$ cat src/lockup_sleep_pkg.sv
package lockup_sleep_pkg;

  // Halfword-aligned fetch address used for the whole time the core is locked up
  localparam logic [31:0] LOCKUP_ADDR    = 32'hffff_fffe;

  // Register byte offsets
  localparam logic [7:0]  REG_RESET_CTRL = 8'h00;
  localparam logic [7:0]  REG_SLEEP_CTRL = 8'h04;
  localparam logic [7:0]  REG_STATUS     = 8'h08;

  // Field positions
  localparam int          RESET_REQ_POS  = 2;
  localparam int          SLEEP_EXIT_POS = 1;
  localparam int          DEEP_SEL_POS   = 2;
  localparam int          WAKE_PEND_POS  = 4;
  localparam int          ST_LOCK_POS    = 0;
  localparam int          ST_NEG2_POS    = 1;
  localparam int          ST_SLEEP_POS   = 2;
  localparam int          ST_EVENT_POS   = 3;
  localparam int          ST_DEEP_POS    = 4;

  // Reset values
  localparam logic        CTRL_BIT_RST   = 1'b0;
  localparam logic [31:0] DATA_RST       = 32'h0000_0000;

  typedef enum logic [1:0] {
    PRI_NORMAL = 2'h0,
    PRI_NEG1   = 2'h1,
    PRI_NEG2   = 2'h2
  } exec_pri_e;

  typedef enum logic [3:0] {
    CAUSE_VEC_RESET = 4'h0,
    CAUSE_VEC_NMI   = 4'h1,
    CAUSE_VEC_FATAL = 4'h2,
    CAUSE_FETCH     = 4'h3,
    CAUSE_PRECISE   = 4'h4,
    CAUSE_IMPRECISE = 4'h5,
    CAUSE_STK_NMI   = 4'h6,
    CAUSE_UNSTK     = 4'h7,
    CAUSE_SVC       = 4'h8,
    CAUSE_USAGE     = 4'h9,
    CAUSE_UNDEF     = 4'ha,
    CAUSE_BREAKPOINT_INSTRUCTION      = 4'hb
  } fault_cause_e;

  typedef enum logic [2:0] {
    ST_RUN    = 3'b001,
    ST_LOCKED = 3'b010,
    ST_SLEEP  = 3'b100
  } core_state_e;

  typedef struct packed {
    logic        cyc;
    logic        stb;
    logic        we;
    logic [7:0]  adr;
    logic [3:0]  sel;
    logic [31:0] dat;
  } wb_req_s;

  typedef struct packed {
    logic         valid;
    fault_cause_e cause;
    exec_pri_e    pri;
  } fault_s;

  typedef struct packed {
    logic wait_interrupt_hint;
    logic wait_event_hint;
    logic exc_return;
    logic no_other_active;
  } hint_s;

  typedef struct packed {
    logic async_exc;
    logic pend_rise;
    logic sev;
    logic debug_event;
  } wake_s;

endpackage

$ cat src/lockup_reset_sleep_control.sv
// Functional notes
// - A fault or supervisor call at priority -1 or higher locks up, no normal entry.
// - Locked core fetches repeatedly from the fixed halfword-aligned lockup address.
// - Lockup address is never-execute, so each fetch there relocks the core.
// - An external output shows that the core is locked up.
// - Locked at -1, an NMI activates normally with lockup address as return link.
// - System reset leaves lockup and resets everything normally.
// - Debug halt during lockup enters debug state with PC at lockup address.
// - Vector read error for reset SP or PC locks up at priority -1.
// - Vector read error on NMI entry locks up at priority -2.
// - Vector read error on fatal-fault entry locks up at priority -1.
// - Fetch, data, usage, undefined and non-debug breakpoint faults lock at current priority.
// - Stacking error on NMI entry from -1 locks at -1 or -2, a chosen option.
// - Unstacking error locks at -1 or -2 or raises fatal fault per restored state.
// - Supervisor call at -1 or -2 acts as undefined and locks at current priority.
// - Writing 1 to the reset request bit asks outside logic for a system reset.
// - The requested reset may arrive some cycles after the write.
// - Wait hints may act as no-operations; sleeping is optional.
// - Wait-for-interrupt may suspend execution until a wakeup event.
// - With wake-on-pend set, any new pending interrupt wakes a wait-for-event sleep.
// - Sleep-on-exit suspends on a return leaving no active exception.
// - Sleep-on-exit wakes on exactly the wait-for-interrupt wakeup events.
// - Deep-sleep bit at 1 signals slower wakeup so clocks may be stopped.
// - Wait-for-event with event flag set clears it and continues at once.
// - Wait-for-interrupt sleep ends on an unmasked-preempting exception or reset.
//
// Decided for this implementation: the Wishbone interface to the registers and the address map.
module lockup_reset_sleep_control #(
  parameter logic SLEEP_EN         = 1'b1,
  parameter logic STK_NMI_LOCK_NEG2 = 1'b0
) (
  input  logic                          clk_i,
  input  logic                          rst_i,
  input  lockup_sleep_pkg::wb_req_s     wb_i,
  output logic                          wb_ack_o,
  output logic [31:0]                   wb_dat_o,
  input  lockup_sleep_pkg::fault_s      fault_i,
  input  logic                          debug_enable_i,
  input  logic                          unstack_lock_i,
  input  logic                          unstack_neg2_i,
  input  logic                          nmi_i,
  input  logic                          halt_req_i,
  input  lockup_sleep_pkg::hint_s       hint_i,
  input  lockup_sleep_pkg::wake_s       wake_i,
  output logic                          lockup_o,
  output logic                          lockup_neg2_o,
  output logic [31:0]                   fetch_addr_o,
  output logic [31:0]                   return_link_o,
  output logic                          nmi_take_o,
  output logic                          debug_halt_o,
  output logic                          fatal_take_o,
  output logic                          hint_done_o,
  output logic                          sys_reset_req_o,
  output logic                          sleeping_o,
  output logic                          deep_sleep_o
);
  import lockup_sleep_pkg::*;

  core_state_e state;
  core_state_e next_state;
  logic        sleep_exit_bit;
  logic        deep_bit;
  logic        wake_pend_bit;
  logic        event_flag;
  logic        sleep_wfe;
  logic        lock_hit;
  logic        lock_neg2;
  logic        fatal_hit;
  logic        next_neg2;
  logic        next_sleep_wfe;
  logic        next_nmi_take;
  logic        next_halt;
  logic        next_fatal;
  logic        next_done;

  // Register bus decode
  wire         bus_req    = wb_i.cyc & wb_i.stb & ~wb_ack_o;
  wire         wr_en      = bus_req & wb_i.we & wb_i.sel[0];
  wire         hit_reset  = wb_i.adr == REG_RESET_CTRL;
  wire         hit_sleep  = wb_i.adr == REG_SLEEP_CTRL;
  wire         hit_status = wb_i.adr == REG_STATUS;
  wire         wr_reset   = wr_en & hit_reset & wb_i.dat[RESET_REQ_POS];
  wire         wr_sleep   = wr_en & hit_sleep;

  logic [31:0] rd_reset;
  logic [31:0] rd_sleep;
  logic [31:0] rd_status;
  always_comb begin
    rd_reset                 = DATA_RST;
    rd_reset[RESET_REQ_POS]  = sys_reset_req_o;
    rd_sleep                 = DATA_RST;
    rd_sleep[SLEEP_EXIT_POS] = sleep_exit_bit;
    rd_sleep[DEEP_SEL_POS]   = deep_bit;
    rd_sleep[WAKE_PEND_POS]  = wake_pend_bit;
    rd_status                = DATA_RST;
    rd_status[ST_LOCK_POS]   = lockup_o;
    rd_status[ST_NEG2_POS]   = lockup_neg2_o;
    rd_status[ST_SLEEP_POS]  = sleeping_o;
    rd_status[ST_EVENT_POS]  = event_flag;
    rd_status[ST_DEEP_POS]   = deep_sleep_o;
  end

  wire [31:0]  rd_data = hit_reset  ? rd_reset  :
                         hit_sleep  ? rd_sleep  :
                         hit_status ? rd_status : DATA_RST;

  // Fault classification
  wire         elevated = fault_i.pri != PRI_NORMAL;
  wire         cur_neg2 = fault_i.pri == PRI_NEG2;

  always_comb begin
    lock_hit  = 1'b0;
    lock_neg2 = 1'b0;
    fatal_hit = 1'b0;
    unique case (fault_i.cause)
      CAUSE_VEC_RESET, CAUSE_VEC_FATAL: begin
        lock_hit = 1'b1;
      end
      CAUSE_VEC_NMI: begin
        lock_hit  = 1'b1;
        lock_neg2 = 1'b1;
      end
      CAUSE_STK_NMI: begin
        lock_hit  = 1'b1;
        lock_neg2 = STK_NMI_LOCK_NEG2;
      end
      CAUSE_UNSTK: begin
        lock_hit  = unstack_lock_i;
        lock_neg2 = unstack_neg2_i;
        fatal_hit = ~unstack_lock_i;
      end
      CAUSE_SVC: begin
        lock_hit  = elevated;
        lock_neg2 = cur_neg2;
      end
      CAUSE_BREAKPOINT_INSTRUCTION: begin
        lock_hit  = elevated & ~debug_enable_i;
        lock_neg2 = cur_neg2;
        fatal_hit = ~elevated & ~debug_enable_i;
      end
      default: begin
        lock_hit  = elevated;
        lock_neg2 = cur_neg2;
        fatal_hit = ~elevated;
      end
    endcase
  end

  wire         lock_take  = fault_i.valid & lock_hit;
  wire         fatal_take = fault_i.valid & fatal_hit;

  // Wakeup sets
  wire         wake_wfi   = wake_i.async_exc | (debug_enable_i & wake_i.debug_event);
  wire         wake_wfe   = wake_wfi | wake_i.sev | (wake_pend_bit & wake_i.pend_rise);
  wire         wake_now   = sleep_wfe ? wake_wfe : wake_wfi;
  wire         exit_sleep = hint_i.exc_return & hint_i.no_other_active & sleep_exit_bit;
  wire         xn_hit     = lockup_o & (fetch_addr_o[31:1] == LOCKUP_ADDR[31:1]);
  wire         run_wfe    = (state == ST_RUN) & hint_i.wait_event_hint;

  always_comb begin
    next_state     = state;
    next_neg2      = lockup_neg2_o;
    next_sleep_wfe = sleep_wfe;
    next_nmi_take  = 1'b0;
    next_halt      = 1'b0;
    next_fatal     = 1'b0;
    next_done      = 1'b0;
    unique case (state)
      ST_RUN: begin
        if (lock_take) begin
          next_state = ST_LOCKED;
          next_neg2  = lock_neg2;
        end else if (fatal_take) begin
          next_fatal = 1'b1;
        end else if (SLEEP_EN && (hint_i.wait_interrupt_hint || exit_sleep)) begin
          next_state     = ST_SLEEP;
          next_sleep_wfe = 1'b0;
        end else if (hint_i.wait_event_hint && !event_flag && SLEEP_EN) begin
          next_state     = ST_SLEEP;
          next_sleep_wfe = 1'b1;
        end else if (hint_i.wait_interrupt_hint || hint_i.wait_event_hint) begin
          next_done = 1'b1;
        end
      end
      ST_LOCKED: begin
        if (halt_req_i) begin
          next_state = ST_RUN;
          next_halt  = 1'b1;
          next_neg2  = 1'b0;
        end else if (nmi_i && !lockup_neg2_o) begin
          next_state    = ST_RUN;
          next_nmi_take = 1'b1;
        end else if (xn_hit) begin
          next_state = ST_LOCKED;
        end
      end
      ST_SLEEP: begin
        if (wake_now) begin
          next_state = ST_RUN;
          next_done  = 1'b1;
        end
      end
    endcase
  end

  always_ff @(posedge clk_i) begin
    if (rst_i) begin
      state     <= ST_RUN;
      sleep_wfe <= 1'b0;
    end else begin
      state     <= next_state;
      sleep_wfe <= next_sleep_wfe;
    end
  end

  // Lockup indication and fetch address
  always_ff @(posedge clk_i) begin
    if (rst_i) begin
      lockup_o      <= 1'b0;
      lockup_neg2_o <= 1'b0;
      fetch_addr_o  <= DATA_RST;
    end else begin
      lockup_o      <= next_state == ST_LOCKED;
      lockup_neg2_o <= next_neg2;
      fetch_addr_o  <= (next_state == ST_LOCKED) ? LOCKUP_ADDR : DATA_RST;
    end
  end

  always_ff @(posedge clk_i) begin
    if (rst_i) begin
      nmi_take_o    <= 1'b0;
      debug_halt_o  <= 1'b0;
      fatal_take_o  <= 1'b0;
      hint_done_o   <= 1'b0;
      return_link_o <= DATA_RST;
    end else begin
      nmi_take_o    <= next_nmi_take;
      debug_halt_o  <= next_halt;
      fatal_take_o  <= next_fatal;
      hint_done_o   <= next_done;
      if (next_nmi_take || next_halt) begin
        return_link_o <= LOCKUP_ADDR;
      end
    end
  end

  // Sleep outputs
  always_ff @(posedge clk_i) begin
    if (rst_i) begin
      sleeping_o   <= 1'b0;
      deep_sleep_o <= 1'b0;
    end else begin
      sleeping_o   <= next_state == ST_SLEEP;
      deep_sleep_o <= (next_state == ST_SLEEP) & deep_bit;
    end
  end

  // Event flag: a new event wins over the clear by a wait-for-event hint
  always_ff @(posedge clk_i) begin
    if (rst_i) begin
      event_flag <= 1'b0;
    end else begin
      event_flag <= (event_flag & ~run_wfe) | wake_wfe | hint_i.exc_return;
    end
  end

  // Registers
  always_ff @(posedge clk_i) begin
    if (rst_i) begin
      sys_reset_req_o <= CTRL_BIT_RST;
      sleep_exit_bit  <= CTRL_BIT_RST;
      deep_bit        <= CTRL_BIT_RST;
      wake_pend_bit   <= CTRL_BIT_RST;
    end else begin
      if (wr_reset) begin
        sys_reset_req_o <= 1'b1;
      end
      if (wr_sleep) begin
        sleep_exit_bit <= wb_i.dat[SLEEP_EXIT_POS];
        deep_bit       <= wb_i.dat[DEEP_SEL_POS];
        wake_pend_bit  <= wb_i.dat[WAKE_PEND_POS];
      end
    end
  end

  always_ff @(posedge clk_i) begin
    if (rst_i) begin
      wb_ack_o <= 1'b0;
      wb_dat_o <= DATA_RST;
    end else begin
      wb_ack_o <= bus_req;
      wb_dat_o <= (bus_req & ~wb_i.we) ? rd_data : DATA_RST;
    end
  end
endmodule // lockup_reset_sleep_control

$ cat config.mk
export PLATFORM = sky130hd
export DESIGN_NAME = lockup_reset_sleep_control
export DESIGN_NICKNAME = d
export VERILOG_FILES = /design/src/lockup_sleep_pkg.sv /design/src/lockup_reset_sleep_control.sv
export SDC_FILE = /design/constraint.sdc
export NUM_CORES = 1
export LEC_CHECK = 0
export BUFFER_PORTS_ARGS = -buffer_cell sky130_fd_sc_hd__buf_2
export CELL_PAD_IN_SITES_DETAIL_PLACEMENT = 0
export CELL_PAD_IN_SITES_GLOBAL_PLACEMENT = 2
export CORE_MARGIN = 2
export CORE_UTILIZATION = 18
export CTS_CLUSTER_SIZE = 12
export DETAILED_ROUTE_END_ITERATION = 10
export PLACE_DENSITY = 0.83
export SLEW_MARGIN = 20
export SYNTH_ARGS = -nofsm -noshare
export SYNTH_HDL_FRONTEND = slang
export SYNTH_SLANG_ARGS = --single-unit
$ cat constraint.sdc
create_clock -name clk_i -period 2.28 [get_ports clk_i]
set_clock_uncertainty 0.05 [all_clocks]
set_input_delay 0.342 -clock clk_i [delete_from_list [all_inputs] [get_ports clk_i]]
set_output_delay 0.342 -clock clk_i [all_outputs]
set_load 0.1 [all_outputs]
* Yosys cells after proc, flatten, opt, wreduce, memory -nomap -nowiden
Index checks and enable logic that the tools add are counted.
** Storage, ports and cells
- Register bits :: 83
- Output and inout bits :: 106
- Logic and storage cells :: 132
** Cells by class
- Equal/unequal tests :: 17
- Multiplexer cells :: 35
- Bitwise gates (word level) :: 36
- Reductions and logical operators :: 22
** Operators by type and width (number)
- 32-bit 2-to-1 mux :: 1
- 31-bit equality test (second input constant) :: 1
- 3-bit 2-to-1 mux :: 9
- 1-bit AND :: 20
- 1-bit 2-to-1 mux :: 17
- 1-bit NOT :: 11
- 5-bit 2-to-1 mux :: 2
- 5-bit OR reduction :: 2
- 1-bit case mux with 3 select lines :: 3
- 3-bit case mux with 3 select lines :: 1
- 3-bit OR reduction :: 3
- 4-bit by 3-bit equality test with 1-bit output (second input constant) :: 2
- 4-bit equality test (second input constant) :: 2
- 8-bit by 3-bit equality test with 1-bit output (second input constant) :: 1
- 8-bit by 4-bit equality test with 1-bit output (second input constant) :: 1
- 8-bit logical NOT :: 1
- 4-bit OR reduction :: 2
- 3-bit by 2-bit equality test with 1-bit output (second input constant) :: 2
- 3-bit equality test (second input constant) :: 2
- 2-bit nonzero test :: 3
- 1-bit OR :: 5
- 4-bit by 1-bit equality test with 1-bit output (second input constant) :: 1
- 4-bit by 2-bit equality test with 1-bit output (second input constant) :: 1
- 4-bit logical NOT :: 1
- other kinds (10) :: 16

* Logic depth before layout (Yosys ltp)
- Depth after elaboration :: 10
- Mapped depth :: 7
- Mapped depth without buffers :: 6

* Worst setup path before layout
Ideal clock, no wire load.
- Kind :: reg-to-output
- Start point :: reg, netlist name fetch_addr_o[30]
- End point :: out fetch_addr_o[10]
- Data arrival time :: 1.906 ns
- Slack :: -0.018 ns
- Cell stages (with the launch flop) :: 2
- Path through :: dfxtp_1 > buf_4
** RTL lines
- to (decl) :: RTL line lockup_reset_sleep_control.sv:47 : output logic [31:0] fetch_addr_o,

* Worst setup path after layout
- Start point :: reg state[1]
- End point :: reg sleeping_o
** On the way
- Word-level cells in the longest chain between the ends :: 6
- Elaborated cells on any way between the ends :: 13
- Classes of those cells :: eq/ne (4); mux (9)
** Ends and longest elaborated chain
- from (decl) :: RTL line lockup_reset_sleep_control.sv:59 : core_state_e state;
- from (signal assigned) :: RTL line lockup_reset_sleep_control.sv:211 : state <= next_state;
- 3-bit 2-to-1 mux :: RTL line lockup_reset_sleep_control.sv:178 : end else if (hint_i.wait_event_hint && !event_flag && SLEEP_EN) begin
- 3-bit 2-to-1 mux :: RTL line lockup_reset_sleep_control.sv:175 : end else if (SLEEP_EN && (hint_i.wait_interrupt_hint || exit_sleep)) begin
- 3-bit 2-to-1 mux :: RTL line lockup_reset_sleep_control.sv:173 : end else if (fatal_take) begin
- 3-bit 2-to-1 mux :: RTL line lockup_reset_sleep_control.sv:170 : if (lock_take) begin
- 3-bit case mux with 3 select lines * :: RTL line lockup_reset_sleep_control.sv:168 : unique case (state)
- 3-bit equality test * :: RTL line lockup_reset_sleep_control.sv:253 : sleeping_o <= next_state == ST_SLEEP;
- to (signal assigned) :: RTL line lockup_reset_sleep_control.sv:250 : sleeping_o <= 1'b0;
- to (signal assigned) :: RTL line lockup_reset_sleep_control.sv:253
- to (decl) :: RTL line lockup_reset_sleep_control.sv:54 : output logic sleeping_o,
Every way passes the cells marked *; elsewhere a longest branch is shown, timed or not.
A chain may end at the register's enable or synchronous reset.

==> qor_table.md <==
| Quantity | Reported | Unit |
|:---|:---|:---|
| Outcome | complete, no violations | - |
| Vias in the first global route | 1,245 | - |
| PostCTS Resize Cnt | 0 | - |
| Peak supply drop | 327 | uV |
| Count of input and output buffers | 113 | - |
| Antenna violations before repair | 0 | - |
| Cell depth of the worst setup path | 6 | - |
| Setup Crit Path Kind | register to register | - |
| Cell type contributing the most total cell area after synthesis | buf_4 | - |
| Number of max-cap violations | 0 | - |
| RSZ-0062 raised after global routing | false | - |
| Iteration count of the initial detailed-routing pass | 4 | - |
| Root Buffer Master | clkbuf_8 | - |
| Count of flip-flops with a built-in enable after synthesis | 0 | - |
| Share of Yosys cell area claimed by the top area cell type | 35.1 | % |
| Slowest cell on crit path | dfxtp_1 | - |
| Maximum count of clock buffers along a single path | 2 | - |
| Bufs and invs on worst path | 0 | - |
| Kind of end point of the critical path | register | - |
| Achievable clock frequency | 560 | MHz |
| Die height | 109 | um |
| Count of final setup violators | 0 | - |
| FF-to-FF Start | state[1] | - |
| Worst-skew pair later-pin latency | 270 | ps |
| Startpoint of the lowest-slack hold path | halt_req_i | - |
| YS warnings | 0 | - |
| DRC Markers | 0 | - |
| Share of flip-flops with an asynchronous set or reset after synthesis | 0 | % |
| Reg2Reg Capture Point | sleeping_o | - |
| Initial detailed-routing violation count | 39 | - |
| Worst hold slack | 225 | ps |
| Maximum number of pins on one net before global-route repair | 34 | - |
| Gate count of the mapped netlist | 244 | - |
| Worst min path class | input pin to register | - |
| Fin. max-slew vios | 0 | - |
| Antenna diode count | 0 | - |
| Starting density of the core | 18.3 | % |
| Sinks on Clock Net | 24 | - |
| Wire length of the first global-routing pass | 5.95 | mm |
| Setup repair bufs after CTS | 0 | - |
| Minimum clock period | 1780 | ps |
| CTS tree | yes | - |
| Minimum setup slack after placement | 265 | ps |
| Worst Slack Setup Final | 495 | ps |
| Delay of the slowest cell on the worst path | 480 | ps |
| Total number of vias | 1,537 | - |
| Clock slew at reported path FFs | 90 | ps |
| Number of placed I/O pins | 175 | - |
| Depth of the worst register-to-register path | 6 | - |
| Cell area after layout | 2190 | um^2 |
| Area growth from synthesis to layout | 11.4 | % |
| Total global routing overflow | 0 | - |
| Placer Congestion | 0.796 | - |
| Hold Fails Final Rpt | 0 | - |
| Power consumption | 1.89 | mW |
| Worst hold path cell count | 2 | - |
| All-layer global routing usage | 6.42 | % |
| Post-DR vias/cell | 3.53 | - |
| Final antenna-violating net count | 0 | - |
| Seq/Total Area, Yosys | 24.4 | % |
| Crit-path cells | nor3b_1 > o21ai_0 > nand2b_1 > a21oi_1 > nor2b_1 > a22o_1 | - |
| Filler cells | 1,254 | - |
| Die Width | 109 | um |
| Area of the multi-input gates | 857 | um^2 |
| Timing endpoint of the critical path | sleeping_o | - |
| Detailed placement HPWL | 3.48 | mm |
| Primary flip-flop cell chosen by synthesis mapping | dfxtp_1 | - |
| Flop-to-flop setup slack | 500 | ps |
| Most area-consuming cells after synthesis | buf_4 (35%), dfxtp_1 (24%), nor2_1 (3.6%) | - |
| Overall die area | 11,800 | um^2 |
| CP Launch Type | register | - |
| Num rows | 38 | - |
| Final clock period utilization by the worst path | 78.3 | % |
| Maximum fanout along the worst path | 9 | - |
| Htree depth | 1 | - |
| Leakage power | 1.18 | nW |
| Post-placement cell area | 2120 | um^2 |
| Power per cell area | 862 | nW/um^2 |
| Cell area after technology mapping | 1970 | um^2 |
| Slew headroom | 64.9 | % |
| Number of buffers created by CTS | 3 | - |
| Sequential cell area | 483 | um^2 |
| Endpoint required time on the critical path | 2390 | ps |
| Hold buffer count at CTS | 0 | - |
| Worst path arrival time | 1900 | ps |
| Gate family responsible for the most delay along the worst path | simple AND/OR/NAND/NOR gates | - |
| Layout cell share with drive strength beyond 1 | 45.1 | % |
| Placeable core region | 10,700 | um^2 |
| Average footprint of a synthesized cell | 8.06 | um^2 |
| Distinct cell type count after synthesis | 48 | - |
| Total detailed-routing wirelength | 4.20 | mm |
| Number of flip-flops and latches in the synthesized netlist | 24 | - |
| Worst-margin pin slew | 522 | ps |
| Final setup TNS | 0 | ps |
| Final net count | 365 | - |
| Detail-routed net length per standard cell | 9.65 | um |
| Critical path launch point | state[1] | - |
==> where the power goes <==
| group | switching, mW | total, mW | internal [mW] |
|---|---|---|---|
| logic | 0.921 | 1.05 | 0.128 |
| registers | 0.0292 | 0.465 | 0.436 |
| clock network | 0.138 | 0.373 | 0.235 |
| total | 1.09 | 1.89 | 0.799 |
==> Yosys cell counts (2+ instances only) <==
master,number
a211oi_1,2
nor3b_1,2
clkbuf_1,2
and2_1,2
or3_1,4
nand3_1,2
o211ai_2,2
buf_4,92
mux2i_1,3
inv_1,7
nor2_1,19
o21ai_4,2
nor4_1,2
dfxtp_1,24
nand2b_1,4
a22oi_1,3
nand2_1,12
a21oi_1,12
nor2b_1,7
nor3_1,6
o21ai_0,8
==> registers in the layout, indices dropped and copies added, names as in the netlist <==
signal / flops
event_flag: 1
sleeping_o: 1
deep_bit: 1
return_link_o: 1
hint_done_o: 1
state: 3
sys_reset_req_o: 1
sleep_exit_bit: 1
deep_sleep_o: 1
sleep_wfe: 1
wb_ack_o: 1
nmi_take_o: 1
fatal_take_o: 1
debug_halt_o: 1
wake_pend_bit: 1
fetch_addr_o: 1
wb_dat_o: 5
lockup_neg2_o: 1
==> worst min path at each step <==
stage,endpoint
floorplan,nmi_take_o
global placement,sleep_wfe
detailed placement,sleep_wfe
CTS,nmi_take_o
global route,nmi_take_o
finish,nmi_take_o
==> metrics by stage <==
stage	std cells	util, %
after detailed placement	431	19.7
after floorplan	272	-
after global placement	431	19.7
after CTS	435	20.4
final	435	20.4
after global routing	435	20.4
==> worst reg2reg max path, cell delays in order, from the launching register on <==
cell and delay, ps:
dfxtp_1 480, nor3b_1 320, o21ai_0 180, nand2b_1 160
a21oi_1 110, nor2b_1 170, a22o_1 210
==> cell families (layout without fill, tap and decap cells) <==
logic type      count (synthesis)  after routing  synth area share, %
compound gates                 41             41                 16.0
xor+xnor                        1              1                0.446
buf+inv                       103            126                 37.3
flops                          24             24                 24.4
mux                             3              3                 1.53
other cells                     1             29                0.191
simple gates                   71             71                 20.1
==> cell usage in the layout, fill, tap and decap left out, types with 2 or more instances in the layout <==
cell	count
nor4_1	2
o211ai_2	2
and2_1	2
a21oi_1	12
nor3_1	6
or3_1	4
o21ai_4	2
o21ai_0	8
mux2i_1	3
a211oi_1	2
nor3b_1	2
inv_1	7
buf_2	113
clkbuf_8	3
dfxtp_2	2
nand2b_1	4
nand3_1	2
conb_1	29
nand2_1	12
a22oi_1	3
dfxtp_1	22
nor2b_1	7
nor2_1	19
==> final cells by class <==
class                   instances  area share, %
multi-input cells             145           39.1
repair buffers                114           26.2
flip-flops and latches         24           22.1
well taps                     140           8.00
clock buffers                   3           1.89
clock inverters                 1           1.37
inverters                       8           1.37
==> metal layers <==
layer  up-vias  routed length, um  track usage [%]
met5         -                  0                0
met3         6                399             1.15
met2        71               1770             9.73
met1       653               1970             9.05
met4         0                 51             2.29
li1        807                  -                -
Power figures use the tool's default switching activity.
